## config.mk

```make
export PLATFORM = sky130hd
export DESIGN_NAME = rrs_exec
export DESIGN_NICKNAME = d
export VERILOG_FILES = /design/src/pkg/rrs_pkg.sv /design/src/rtl/rrs_exec.sv /design/src/rtl/rrs_rotate.sv
export SDC_FILE = /design/constraint.sdc
export NUM_CORES = 1
export LEC_CHECK = 0
export BUFFER_PORTS_ARGS = -buffer_cell sky130_fd_sc_hd__buf_2
export CORE_AREA = 2 2 66 62
export DETAILED_ROUTE_END_ITERATION = 8
export DIE_AREA = 0 0 68 64
export HOLD_SLACK_MARGIN = 0.02
export PLACE_DENSITY_LB_ADDON = 0.1
export SETUP_SLACK_MARGIN = 0.3
export SLEW_MARGIN = 20
export SYNTH_ARGS = -nofsm -noshare
export SYNTH_HDL_FRONTEND = slang
export SYNTH_HIERARCHICAL = 1
export SYNTH_SLANG_ARGS = --single-unit
```

## constraint.sdc

```tcl
create_clock -name clk -period 2.6 [get_ports clk]
set_input_delay 0.26 -clock clk [delete_from_list [all_inputs] [get_ports clk]]
set_output_delay 0.26 -clock clk [all_outputs]
set_load 0.03 [all_outputs]
```

## src/pkg/rrs_pkg.sv

```systemverilog
/*
 * Constants for the return, rotate and sleep execution block.
 * Assumes a 12-bit instruction word and an 8-bit data path.
 */
package rrs_pkg;

    // ************************************************************
    // Widths
    // ************************************************************
    localparam int unsigned INSTR_W    = 12;
    localparam int unsigned DATA_W     = 8;
    localparam int unsigned FADDR_W    = 5;
    localparam int unsigned IP_W       = 10;

    // ************************************************************
    // Instruction fields
    // ************************************************************
    localparam int unsigned RET_OP_LSB = 8;
    localparam int unsigned ROT_OP_LSB = 6;
    localparam int unsigned DEST_BIT   = 5;
    localparam int unsigned LIT_MSB    = 7;
    localparam int unsigned FADDR_MSB  = 4;

    // ************************************************************
    // Opcode patterns
    // ************************************************************
    localparam logic [3:0]  RET_OP     = 4'h8;
    localparam logic [5:0]  ROT_L_OP   = 6'h0D;
    localparam logic [5:0]  ROT_R_OP   = 6'h0C;
    localparam logic [11:0] SLEEP_OP   = 12'h003;

    // ************************************************************
    // Reset values
    // ************************************************************
    localparam logic [7:0]  ACC_RST    = 8'h00;
    localparam logic        CARRY_RST  = 1'h0;
    localparam logic        TO_N_RST   = 1'h1;
    localparam logic        PD_N_RST   = 1'h1;
    localparam logic        WAKE_RST   = 1'h0;

    // ************************************************************
    // Sequencer states
    // ************************************************************
    typedef enum logic [1:0] {
        RRS_RUN,
        RRS_SECOND,
        RRS_SLEEP
    } rrs_state_t;

endpackage

```

## src/rtl/rrs_exec.sv

```systemverilog
/*
 * Execution logic for return-with-literal, rotate left, rotate right
 * and sleep. Assumes instruction, file read data and stack top arrive
 * synchronous to clk, and that the file read is combinational on
 * file_raddr within the same cycle.
 */
// What this block does
// - Return loads literal into accumulator, flags untouched
// - Return pops stack into pointer, two cycles
// - Rotate left through carry, d picks destination
// - Rotate right through carry, d picks destination
// - Sleep sets timeout flag, clears power-down flag
// - Sleep leaves pin-change wake flag unchanged
// - Sleep halts oscillator until wake or reset
`timescale 1ns/10ps

module rrs_exec
    import rrs_pkg::*;
#(
    parameter int unsigned PTR_W = rrs_pkg::IP_W
) (
    input  wire logic                          clk,
    input  wire logic                          reset,
    input  wire logic                          instr_valid,
    input  wire logic [rrs_pkg::INSTR_W-1:0]   instr,
    output logic                               instr_ready,
    output logic      [rrs_pkg::FADDR_W-1:0]   file_raddr,
    input  wire logic [rrs_pkg::DATA_W-1:0]    file_rdata,
    input  wire logic [PTR_W-1:0]              stack_top_entry,
    input  wire logic                          wake_up,
    input  wire logic                          pin_change_event,
    input  wire logic                          wake_flag_clear,
    output logic      [rrs_pkg::DATA_W-1:0]    accumulator,
    output logic                               carry,
    output logic      [PTR_W-1:0]              instruction_pointer,
    output logic                               ip_load,
    output logic                               stack_pop,
    output logic                               file_we,
    output logic      [rrs_pkg::FADDR_W-1:0]   file_waddr,
    output logic      [rrs_pkg::DATA_W-1:0]    file_wdata,
    output logic                               timeout_flag_n,
    output logic                               sleep_entered_flag_n,
    output logic                               pin_change_wake_flag,
    output logic                               watchdog_counter_clear,
    output logic                               prescaler_clear,
    output logic                               oscillator_stopped
);
    import rrs_pkg::*;

    // ************************************************************
    // Decode
    // ************************************************************
    rrs_state_t          state_q, state_d;
    logic [DATA_W-1:0]   acc_q, acc_d;
    logic                carry_q, carry_d;
    logic [PTR_W-1:0]    ip_q, ip_d;
    logic                ip_load_q, ip_load_d;
    logic                we_q, we_d;
    logic [FADDR_W-1:0]  waddr_q, waddr_d;
    logic [DATA_W-1:0]   wdata_q, wdata_d;
    logic                to_n_q, to_n_d;
    logic                pd_n_q, pd_n_d;
    logic                wake_q, wake_d;
    logic                wdt_clr_q, wdt_clr_d;
    logic                accept;
    logic                is_ret;
    logic                is_rot_l;
    logic                is_rot;
    logic                is_sleep;
    logic                to_file;
    logic [DATA_W-1:0]   rot_result;
    logic                rot_carry;

    // Ready only while running; second return cycle and sleep stall
    assign instr_ready = (state_q == RRS_RUN);
    assign accept      = instr_valid && instr_ready;
    assign is_ret      = (instr[INSTR_W-1:RET_OP_LSB] == RET_OP);
    assign is_rot_l    = (instr[INSTR_W-1:ROT_OP_LSB] == ROT_L_OP);
    assign is_rot      = is_rot_l ||
                         (instr[INSTR_W-1:ROT_OP_LSB] == ROT_R_OP);
    assign is_sleep    = (instr == SLEEP_OP);
    assign to_file     = instr[DEST_BIT];
    assign file_raddr  = instr[FADDR_MSB:0];

    rrs_rotate #(
        .W         (DATA_W)
    ) u_rotate (
        .data_in   (file_rdata),
        .carry_in  (carry_q),
        .left      (is_rot_l),
        .result    (rot_result),
        .carry_out (rot_carry)
    );

    // ************************************************************
    // Next state
    // ************************************************************
    always_comb begin
        state_d   = state_q;
        acc_d     = acc_q;
        carry_d   = carry_q;
        ip_d      = ip_q;
        ip_load_d = 1'b0;
        we_d      = 1'b0;
        waddr_d   = waddr_q;
        wdata_d   = wdata_q;
        to_n_d    = to_n_q;
        pd_n_d    = pd_n_q;
        wdt_clr_d = 1'b0;
        // Set wins over clear; sleep itself never touches this flag
        wake_d    = (wake_q && !wake_flag_clear) || pin_change_event;
        unique case (state_q)
            RRS_RUN: begin
                if (accept && is_ret) begin
                    acc_d     = instr[LIT_MSB:0];
                    ip_d      = stack_top_entry;
                    ip_load_d = 1'b1;
                    state_d   = RRS_SECOND;
                end else if (accept && is_rot) begin
                    carry_d = rot_carry;
                    if (to_file) begin
                        we_d    = 1'b1;
                        waddr_d = instr[FADDR_MSB:0];
                        wdata_d = rot_result;
                    end else begin
                        acc_d = rot_result;
                    end
                end else if (accept && is_sleep) begin
                    to_n_d    = 1'b1;
                    pd_n_d    = 1'b0;
                    wdt_clr_d = 1'b1;
                    state_d   = RRS_SLEEP;
                end
            end
            RRS_SECOND: begin
                state_d = RRS_RUN;
            end
            RRS_SLEEP: begin
                // Oscillator stays stopped until the wake request
                if (wake_up) begin
                    state_d = RRS_RUN;
                end
            end
            default: begin
                state_d = RRS_RUN;
            end
        endcase
    end

    // ************************************************************
    // Registers
    // ************************************************************
    always_ff @(posedge clk) begin
        if (reset) begin
            state_q   <= RRS_RUN;
            acc_q     <= ACC_RST;
            carry_q   <= CARRY_RST;
            ip_q      <= '0;
            ip_load_q <= 1'b0;
            we_q      <= 1'b0;
            waddr_q   <= '0;
            wdata_q   <= '0;
            to_n_q    <= TO_N_RST;
            pd_n_q    <= PD_N_RST;
            wake_q    <= WAKE_RST;
            wdt_clr_q <= 1'b0;
        end else begin
            state_q   <= state_d;
            acc_q     <= acc_d;
            carry_q   <= carry_d;
            ip_q      <= ip_d;
            ip_load_q <= ip_load_d;
            we_q      <= we_d;
            waddr_q   <= waddr_d;
            wdata_q   <= wdata_d;
            to_n_q    <= to_n_d;
            pd_n_q    <= pd_n_d;
            wake_q    <= wake_d;
            wdt_clr_q <= wdt_clr_d;
        end
    end

    assign accumulator            = acc_q;
    assign carry                  = carry_q;
    assign instruction_pointer    = ip_q;
    assign ip_load                = ip_load_q;
    assign stack_pop              = ip_load_q;
    assign file_we                = we_q;
    assign file_waddr             = waddr_q;
    assign file_wdata             = wdata_q;
    assign timeout_flag_n         = to_n_q;
    assign sleep_entered_flag_n   = pd_n_q;
    assign pin_change_wake_flag   = wake_q;
    // Both clears share one pulse so they can never drift apart
    assign watchdog_counter_clear = wdt_clr_q;
    assign prescaler_clear        = wdt_clr_q;
    assign oscillator_stopped     = (state_q == RRS_SLEEP);
endmodule // rrs_exec

```

## src/rtl/rrs_rotate.sv

```systemverilog
/*
 * One-bit rotate through carry, left or right.
 * Purely combinational; the caller registers the result.
 */
`timescale 1ns/10ps

module rrs_rotate #(
    parameter int unsigned W = 8
) (
    input  wire logic [W-1:0] data_in,
    input  wire logic         carry_in,
    input  wire logic         left,
    output logic      [W-1:0] result,
    output logic              carry_out
);

    always_comb begin
        if (left) begin
            result    = {data_in[W-2:0], carry_in};
            carry_out = data_in[W-1];
        end else begin
            result    = {carry_in, data_in[W-1:1]};
            carry_out = data_in[0];
        end
    end

endmodule // rrs_rotate

```

==> summary.md, run 1 <==
| Metric | Value |
|---|---|
| Clk_skew | roughly 6.2 ps |
| RSZ-0062 raised after global routing | no |
| Yosys cell types | 28 |
| Final TNS setup | 0 ps |
| Async SR Flop Fraction | 0% |
| Final hold vios | 0 |
| Register area | 780.7 µm² |
| Leak | roughly 1.2 nW |
| Synth-to-Final Area Change | 25.77% |
| Req. time, crit path | 2740 ps |
| Outcome | finished, final reports clean |
| Total GRT Usage | about a fifth |
| Post-synthesis simple-gate area fraction | around 18% |
| Syn Std Cell Area | roughly 1700 µm² |
| Hold path cells | 3 |
| CP max FO | 27 |
| Remaining Overflow, GRT | 0 |
| Post-CTS Setup Inserts | 0 |
| Post-Syn Nets | between 200 and 250 |
| Power Dens Cells | between 500 and 600 nW/µm² |
| Initial antenna violation count | 0 |
| Main synth FF type | dfxtp_1 |
| Initial DRC count | slightly above 70 |
| Initial Util | between 40 and 50% |
| DRC errors left | 0 |
| Kind of critical path | reg2reg |
| Hold path startpoint | pin_change_event |
| Final HPWL from detailed placement | between 2 and 3 mm |
| Most common cell after layout, fill and taps aside | buf_2 |
| Multiplexer share of the synthesized area | between 10% and 20% |
| Combinational family with the most area after synthesis | multiplexers |
| CTS buffer count | 5 |
| Vias | approximately 1500 |
| Peak supply drop | around 360 µV |
| Final Cell Area | 2186 µm² |
| Final nets | ~290 |
| Post-DP Area | roughly 2100 µm² |
| DRT Wirelength | about 3.8 mm |
| N_diodes | 0 |
| Final setup vio count | 0 |
| Number of global-route vias before repair | roughly 1300 |
| Slew HR | between 30% and 40% |
| #FFs+latches synth | 39 |
| Adder-cell share of the synthesized area | 0% |
| Filler instances | 344 |
| Fin. max-slew vios | 0 |
| EDFF count, synth | 0 |
| Post-cts resize count | 0 |
| Hold crit path type | in2reg |
| Multi-input logic area | about 830 µm² |
| Area of the core | 3626 µm² |
| DR pass1 iterations | 4 |
| Chip height | ~64 µm |
| Crit. End Element | flip-flop |
| Cells after synthesis | 179 |
| Synth area leaders | dfxtp_1 45%, mux2i_1 12%, mux2_4 7.8% |
| F_max | between 0.4 and 0.5 GHz |
| Post-layout min period | 2018 ps |
| Io pins | 83 |
| Share of layout cells above drive strength 1 | 43.87% |
| CP Launch Point | state_q[1] |
| Largest net degree at the start of global routing | 40 |
| Synth warn | 6 |
| Syn_area_per_cell | between 9 and 10 µm² |
| Slew @ Worst Pin | ~1000 ps |
| Die area | ~4400 µm² |
| First-pass GRT wire length | about 6 mm |
| Clk root buf | clkbuf_8 |
| Fin crit share | about 78% |
| Critical path data arrival time | ~2200 ps |
| Reg2reg end | accumulator[1] |
| Clock net sink count | 39 |
| Startpoint Class | flip-flop |
| Synth top area share | between 40% and 50% |
| Max-Cap Viols | 0 |
| Worst hold endpoint | pin_change_wake_flag |
| Reg-to-reg critical path startpoint | state_q[1] |
| Row count | 21 |
| Routed Antenna Nets | 0 |
| Clock Tree Buf Depth | 2 |
| Area leader, netlist | dfxtp_1 |
| # port buffers | between 80 and 90 |
| CTS clk-pin slew, worst paths | around 80 ps |
| H-tree lvl count | 2 |
| R2r setup slk | ~580 ps |
| Vias per cell | ~4.9 |
| CTS tree | done |
| Die W | 68 µm |
| Share of the yosys chip area belonging to registers | 44.92% |
| Most frequent cells in the layout | 81 x buf_2, 39 x dfxtp_1, 27 x nor2_1 |
| Area fraction in compound gates after synthesis | 10.44% |
| Clock latency on the worst-skew pair | between 200 and 300 ps |
| Number of hold buffers added after CTS | 0 |
| Gp weighted congestion | around 0.76 |
| Reg2reg path depth | 4 |
| Per-cell routed wire length | about 13 µm |
| Xor/xnor share of the synthesized area | 0% |
## layout make-up
cell class | count | share of cell area [%]
repair buffers | 84 | 19.58
multi-input cells | 120 | 37.84
clock buffers | 6 | 3.320
clock inverters | 2 | 0.5724
well taps | 46 | 2.633
inverters | 2 | 0.3434
flip-flops and latches | 39 | 35.72
## cell usage after synthesis (all sizes together) (2+ instances only)
| master | instances |
|---|---|
| a21oi | 14 |
| inv | 2 |
| dfxtp | 39 |
| mux2i | 20 |
| buf | 13 |
| clkbuf | 5 |
| nand3 | 4 |
| mux2 | 9 |
| nor4 | 2 |
| nand2 | 23 |
| a211oi | 8 |
| nor2 | 28 |
## per-stage QoR
stage	hold WS (ps)	setup slack (ps)	std cells	power, mW	utilization, %
final	190.6	581.8	299	1.127	60.28
after global routing	196.3	423.1	299	1.175	60.28
after CTS	177.4	564.0	299	1.134	60.28
after detailed placement	445.3	527.0	291	0.7465	57.94
after global placement	442.4	602.6	291	0.7459	57.94
after floorplan	377.4	887.2	179	0.7009	-
## worst max-delay path, stage by stage (launching register included)
cell and delay, ps:
dfxtp_1 340, or4b_4 560, or2_1 620, nor2_1 270, a211oi_2 60
## registers in the layout (all words and copies together), names as in the netlist
signal / count
state_q: 2
accumulator: 8
ip_load: 1
sleep_entered_flag_n: 1
file_waddr: 5
pin_change_wake_flag: 1
file_wdata: 8
instruction_pointer: 10
carry: 1
prescaler_clear: 1
file_we: 1
## kinds of logic (layout without fill, tap and decap cells)
| family | Yosys count | in the layout |
|---|---|---|
| simple gates | 66 | 66 |
| flops | 39 | 39 |
| mux | 29 | 29 |
| other cells | 1 | 1 |
| buf+inv | 20 | 94 |
| compound gates | 24 | 24 |
## worst max-delay path by stage
stage                endpoint  cells after the start
6_report       accumulator[1]                      4
4_1_cts        accumulator[1]                      4
3_3_place_gp   accumulator[5]                      5
2_1_floorplan  accumulator[0]                      7
3_5_place_dp   accumulator[5]                      5
5_1_grt        accumulator[5]                      4
## where the power goes
part | total [mW] | switching [mW] | internal [mW]
clock | 0.395 | 0.207 | 0.187
combinational | 0.124 | 0.0738 | 0.0503
sequential | 0.608 | 0.00375 | 0.604
total | 1.13 | 0.285 | 0.842
## per-layer routing
layer	part of all wire (%)	up-vias	global-route usage, %
met5	0	-	0
met2	45	47	29.13
met4	0.76	0	6.750
met3	7.0	4	5.810
met1	47	669	24.36
li1	-	743	-
No activity file was read; power rests on OpenSTA's default activity.
==> run 2, diff against run 1 <==
- CORE_AREA: 2 2 66 62 -> 2 2 68 64
- DIE_AREA: 0 0 68 64 -> 0 0 70 66
- clock period: 2.6 -> 2.08 ns (I/O delays scaled with it)
==> summary.md, run 2 (same netlist as run 1, synthesis figures left out) <==
| Metric | Value |
|---|---|
| Final TNS setup | 0 ps |
| Clock net sink count | 39 |
| DRC errors left | 0 |
| Row count | 22 |
| Fin. max-slew vios | 0 |
| Sequential share of power | a little over half |
| Req. time, crit path | approximately 2200 ps |
| Max-Cap Viols | 0 |
| RSZ-0062 raised after global routing | no |
| Final Cell Area | between 2000 and 2500 µm² |
| Multi-input logic area | around 830 µm² |
| Most common cell after layout, fill and taps aside | buf_2 |
| Leak | around 1.2 nW |
| Filler instances | 377 |
| Worst-path cell chain | or4b_4 > or2_1 > buf_4 > nor2_1 > a211oi_2 |
| Share of layout cells above drive strength 1 | between 40% and 50% |
| Comb pwr share | 11.2% |
| Most frequent cells in the layout | 81 x buf_2, 39 x dfxtp_1, 27 x nor2_1 |
| Vias per cell | 4.757 |
| Slew @ Worst Pin | between 700 and 800 ps |
| Post-layout min period | ~1700 ps |
| Psw | ~0.34 mW |
| Peak supply drop | between 300 and 400 µV |
| Clk_skew | around 4.9 ps |
| DR pass1 iterations | 4 |
| Post-DP Area | roughly 2100 µm² |
| Clock latency on the worst-skew pair | about 280 ps |
| Clk pwr share | 34.2% |
| Final hold vios | 0 |
| Internal power | between 1 and 1.5 mW |
| Routed Antenna Nets | 0 |
| F_max | ~0.58 GHz |
| Fin crit share | 82.42% |
| Vias | approximately 1400 |
| Largest net degree at the start of global routing | 40 |
| Chip height | around 66 µm |
| Hold crit path type | in2reg |
| # port buffers | 81 |
| Number of global-route vias before repair | roughly 1400 |
| CTS tree | done |
| H-tree lvl count | 2 |
| Die area | roughly 4600 µm² |
| Net Sw Frac | between 20% and 30% |
| Max reg flops | 10 |
| DRT Wirelength | just under 4 mm |
| Clock Tree Buf Depth | 2 |
| CP max FO | 13 |
| Post-CTS Setup Inserts | 0 |
| Startpoint Class | flip-flop |
| Outcome | finished, final reports clean |
| Register area | a little under 800 µm² |
| CTS clk-pin slew, worst paths | 70 ps |
| Worst path max stage delay | roughly 570 ps |
| Area of the core | just under 4000 µm² |
| Clk root buf | clkbuf_8 |
| First-pass GRT wire length | between 6 and 7 mm |
| Die W | approximately 70 µm |
| Top delay family on crit path | simple AND/OR/NAND/NOR gates |
| Synth-to-Final Area Change | 27.29% |
| Io pins | 83 |
| Gp weighted congestion | roughly 0.73 |
| Slew HR | 47.19% |
| Initial antenna violation count | 0 |
| Fin util | 56.59% |
| Critical path data arrival time | about 1900 ps |
| Power Dens Cells | between 600 and 700 nW/µm² |
| Total GRT Usage | approximately 17% |
| Worst path bufs/invs | 1 |
| Initial DRC count | 67 |
| Final HPWL from detailed placement | a little under 3 mm |
| Final nets | between 200 and 300 |
| Remaining Overflow, GRT | 0 |
| Final setup vio count | 0 |
| Critical Path Slowest Stage Cell | or4b_4 |
| Kind of critical path | reg2reg |
| Per-cell routed wire length | ~13 µm |
| Crit. End Element | flip-flop |
| CTS buffer count | 5 |
| N_diodes | 0 |
| Initial Util | 44.46% |
[run 2: cell types whose count changed in the layout (fill, tap and decap cells not counted), sizes merged]
cell | before | now
clkinvlp | 1 | 0
buf | 84 | 87
clkbuf | 6 | 7
[run 2: per-layer routing]
metal	vias up	global-route usage, %	share of wire (%)
met4	0	5.769	0.94
met3	5	5.640	6.6
met5	-	0	0
met2	42	30.36	48
met1	646	19.59	45
li1	753	-	-
[run 2: final timing paths]
check,slack (ps),to,depth (start not counted),startpoint
min,130,pin_change_wake_flag,3,pin_change_event
max,370,accumulator[1],5,state_q[1]
min reg2reg,450,instruction_pointer[9],2,instruction_pointer[9]
max reg2reg,370,accumulator[1],5,state_q[1]
[run 2: what timing repair did]
action | in CTS | in global routing
endpoints found under the hold margin | 0 | 0
hold buffers | 0 | 0
resized for setup | 1 | 0
setup endpoints to repair | 6 | 0
[run 2: through the flow]
stage	cells	setup WS [ps]	power [mW]	hold WS (ps)
CTS	304	353.0	1.411	130.6
global route	304	305.3	1.457	137.6
floorplan	179	383.4	0.8762	325.4
global placement	296	172.0	0.9331	418.1
finish	304	365.7	1.391	132.0
detailed placement	296	192.3	0.9342	425.6
[run 2: worst min-delay path: cells and delay by family]
family / cells / cell delay [ps]
compound gates: 1 / 30
buf+inv: 1 / 70
simple gates: 1 / 60
[run 2: cell type report]
| class | count | area share [%] |
|---|---|---|
| well taps | 48 | 2.715 |
| clock inverters | 1 | 0.2262 |
| flip-flops and latches | 39 | 35.29 |
| clock buffers | 7 | 3.450 |
| inverters | 2 | 0.3394 |
| multi-input cells | 120 | 37.61 |
| repair buffers | 87 | 20.36 |
[run 2: power by group through the flow]
stage	sequential (mW)	combinational, mW	clock [mW]
final	0.760	0.156	0.475
after global routing	0.761	0.168	0.528
after CTS	0.760	0.158	0.493
after detailed placement	0.777	0.157	0
after global placement	0.777	0.156	0
after floorplan	0.795	0.0810	0
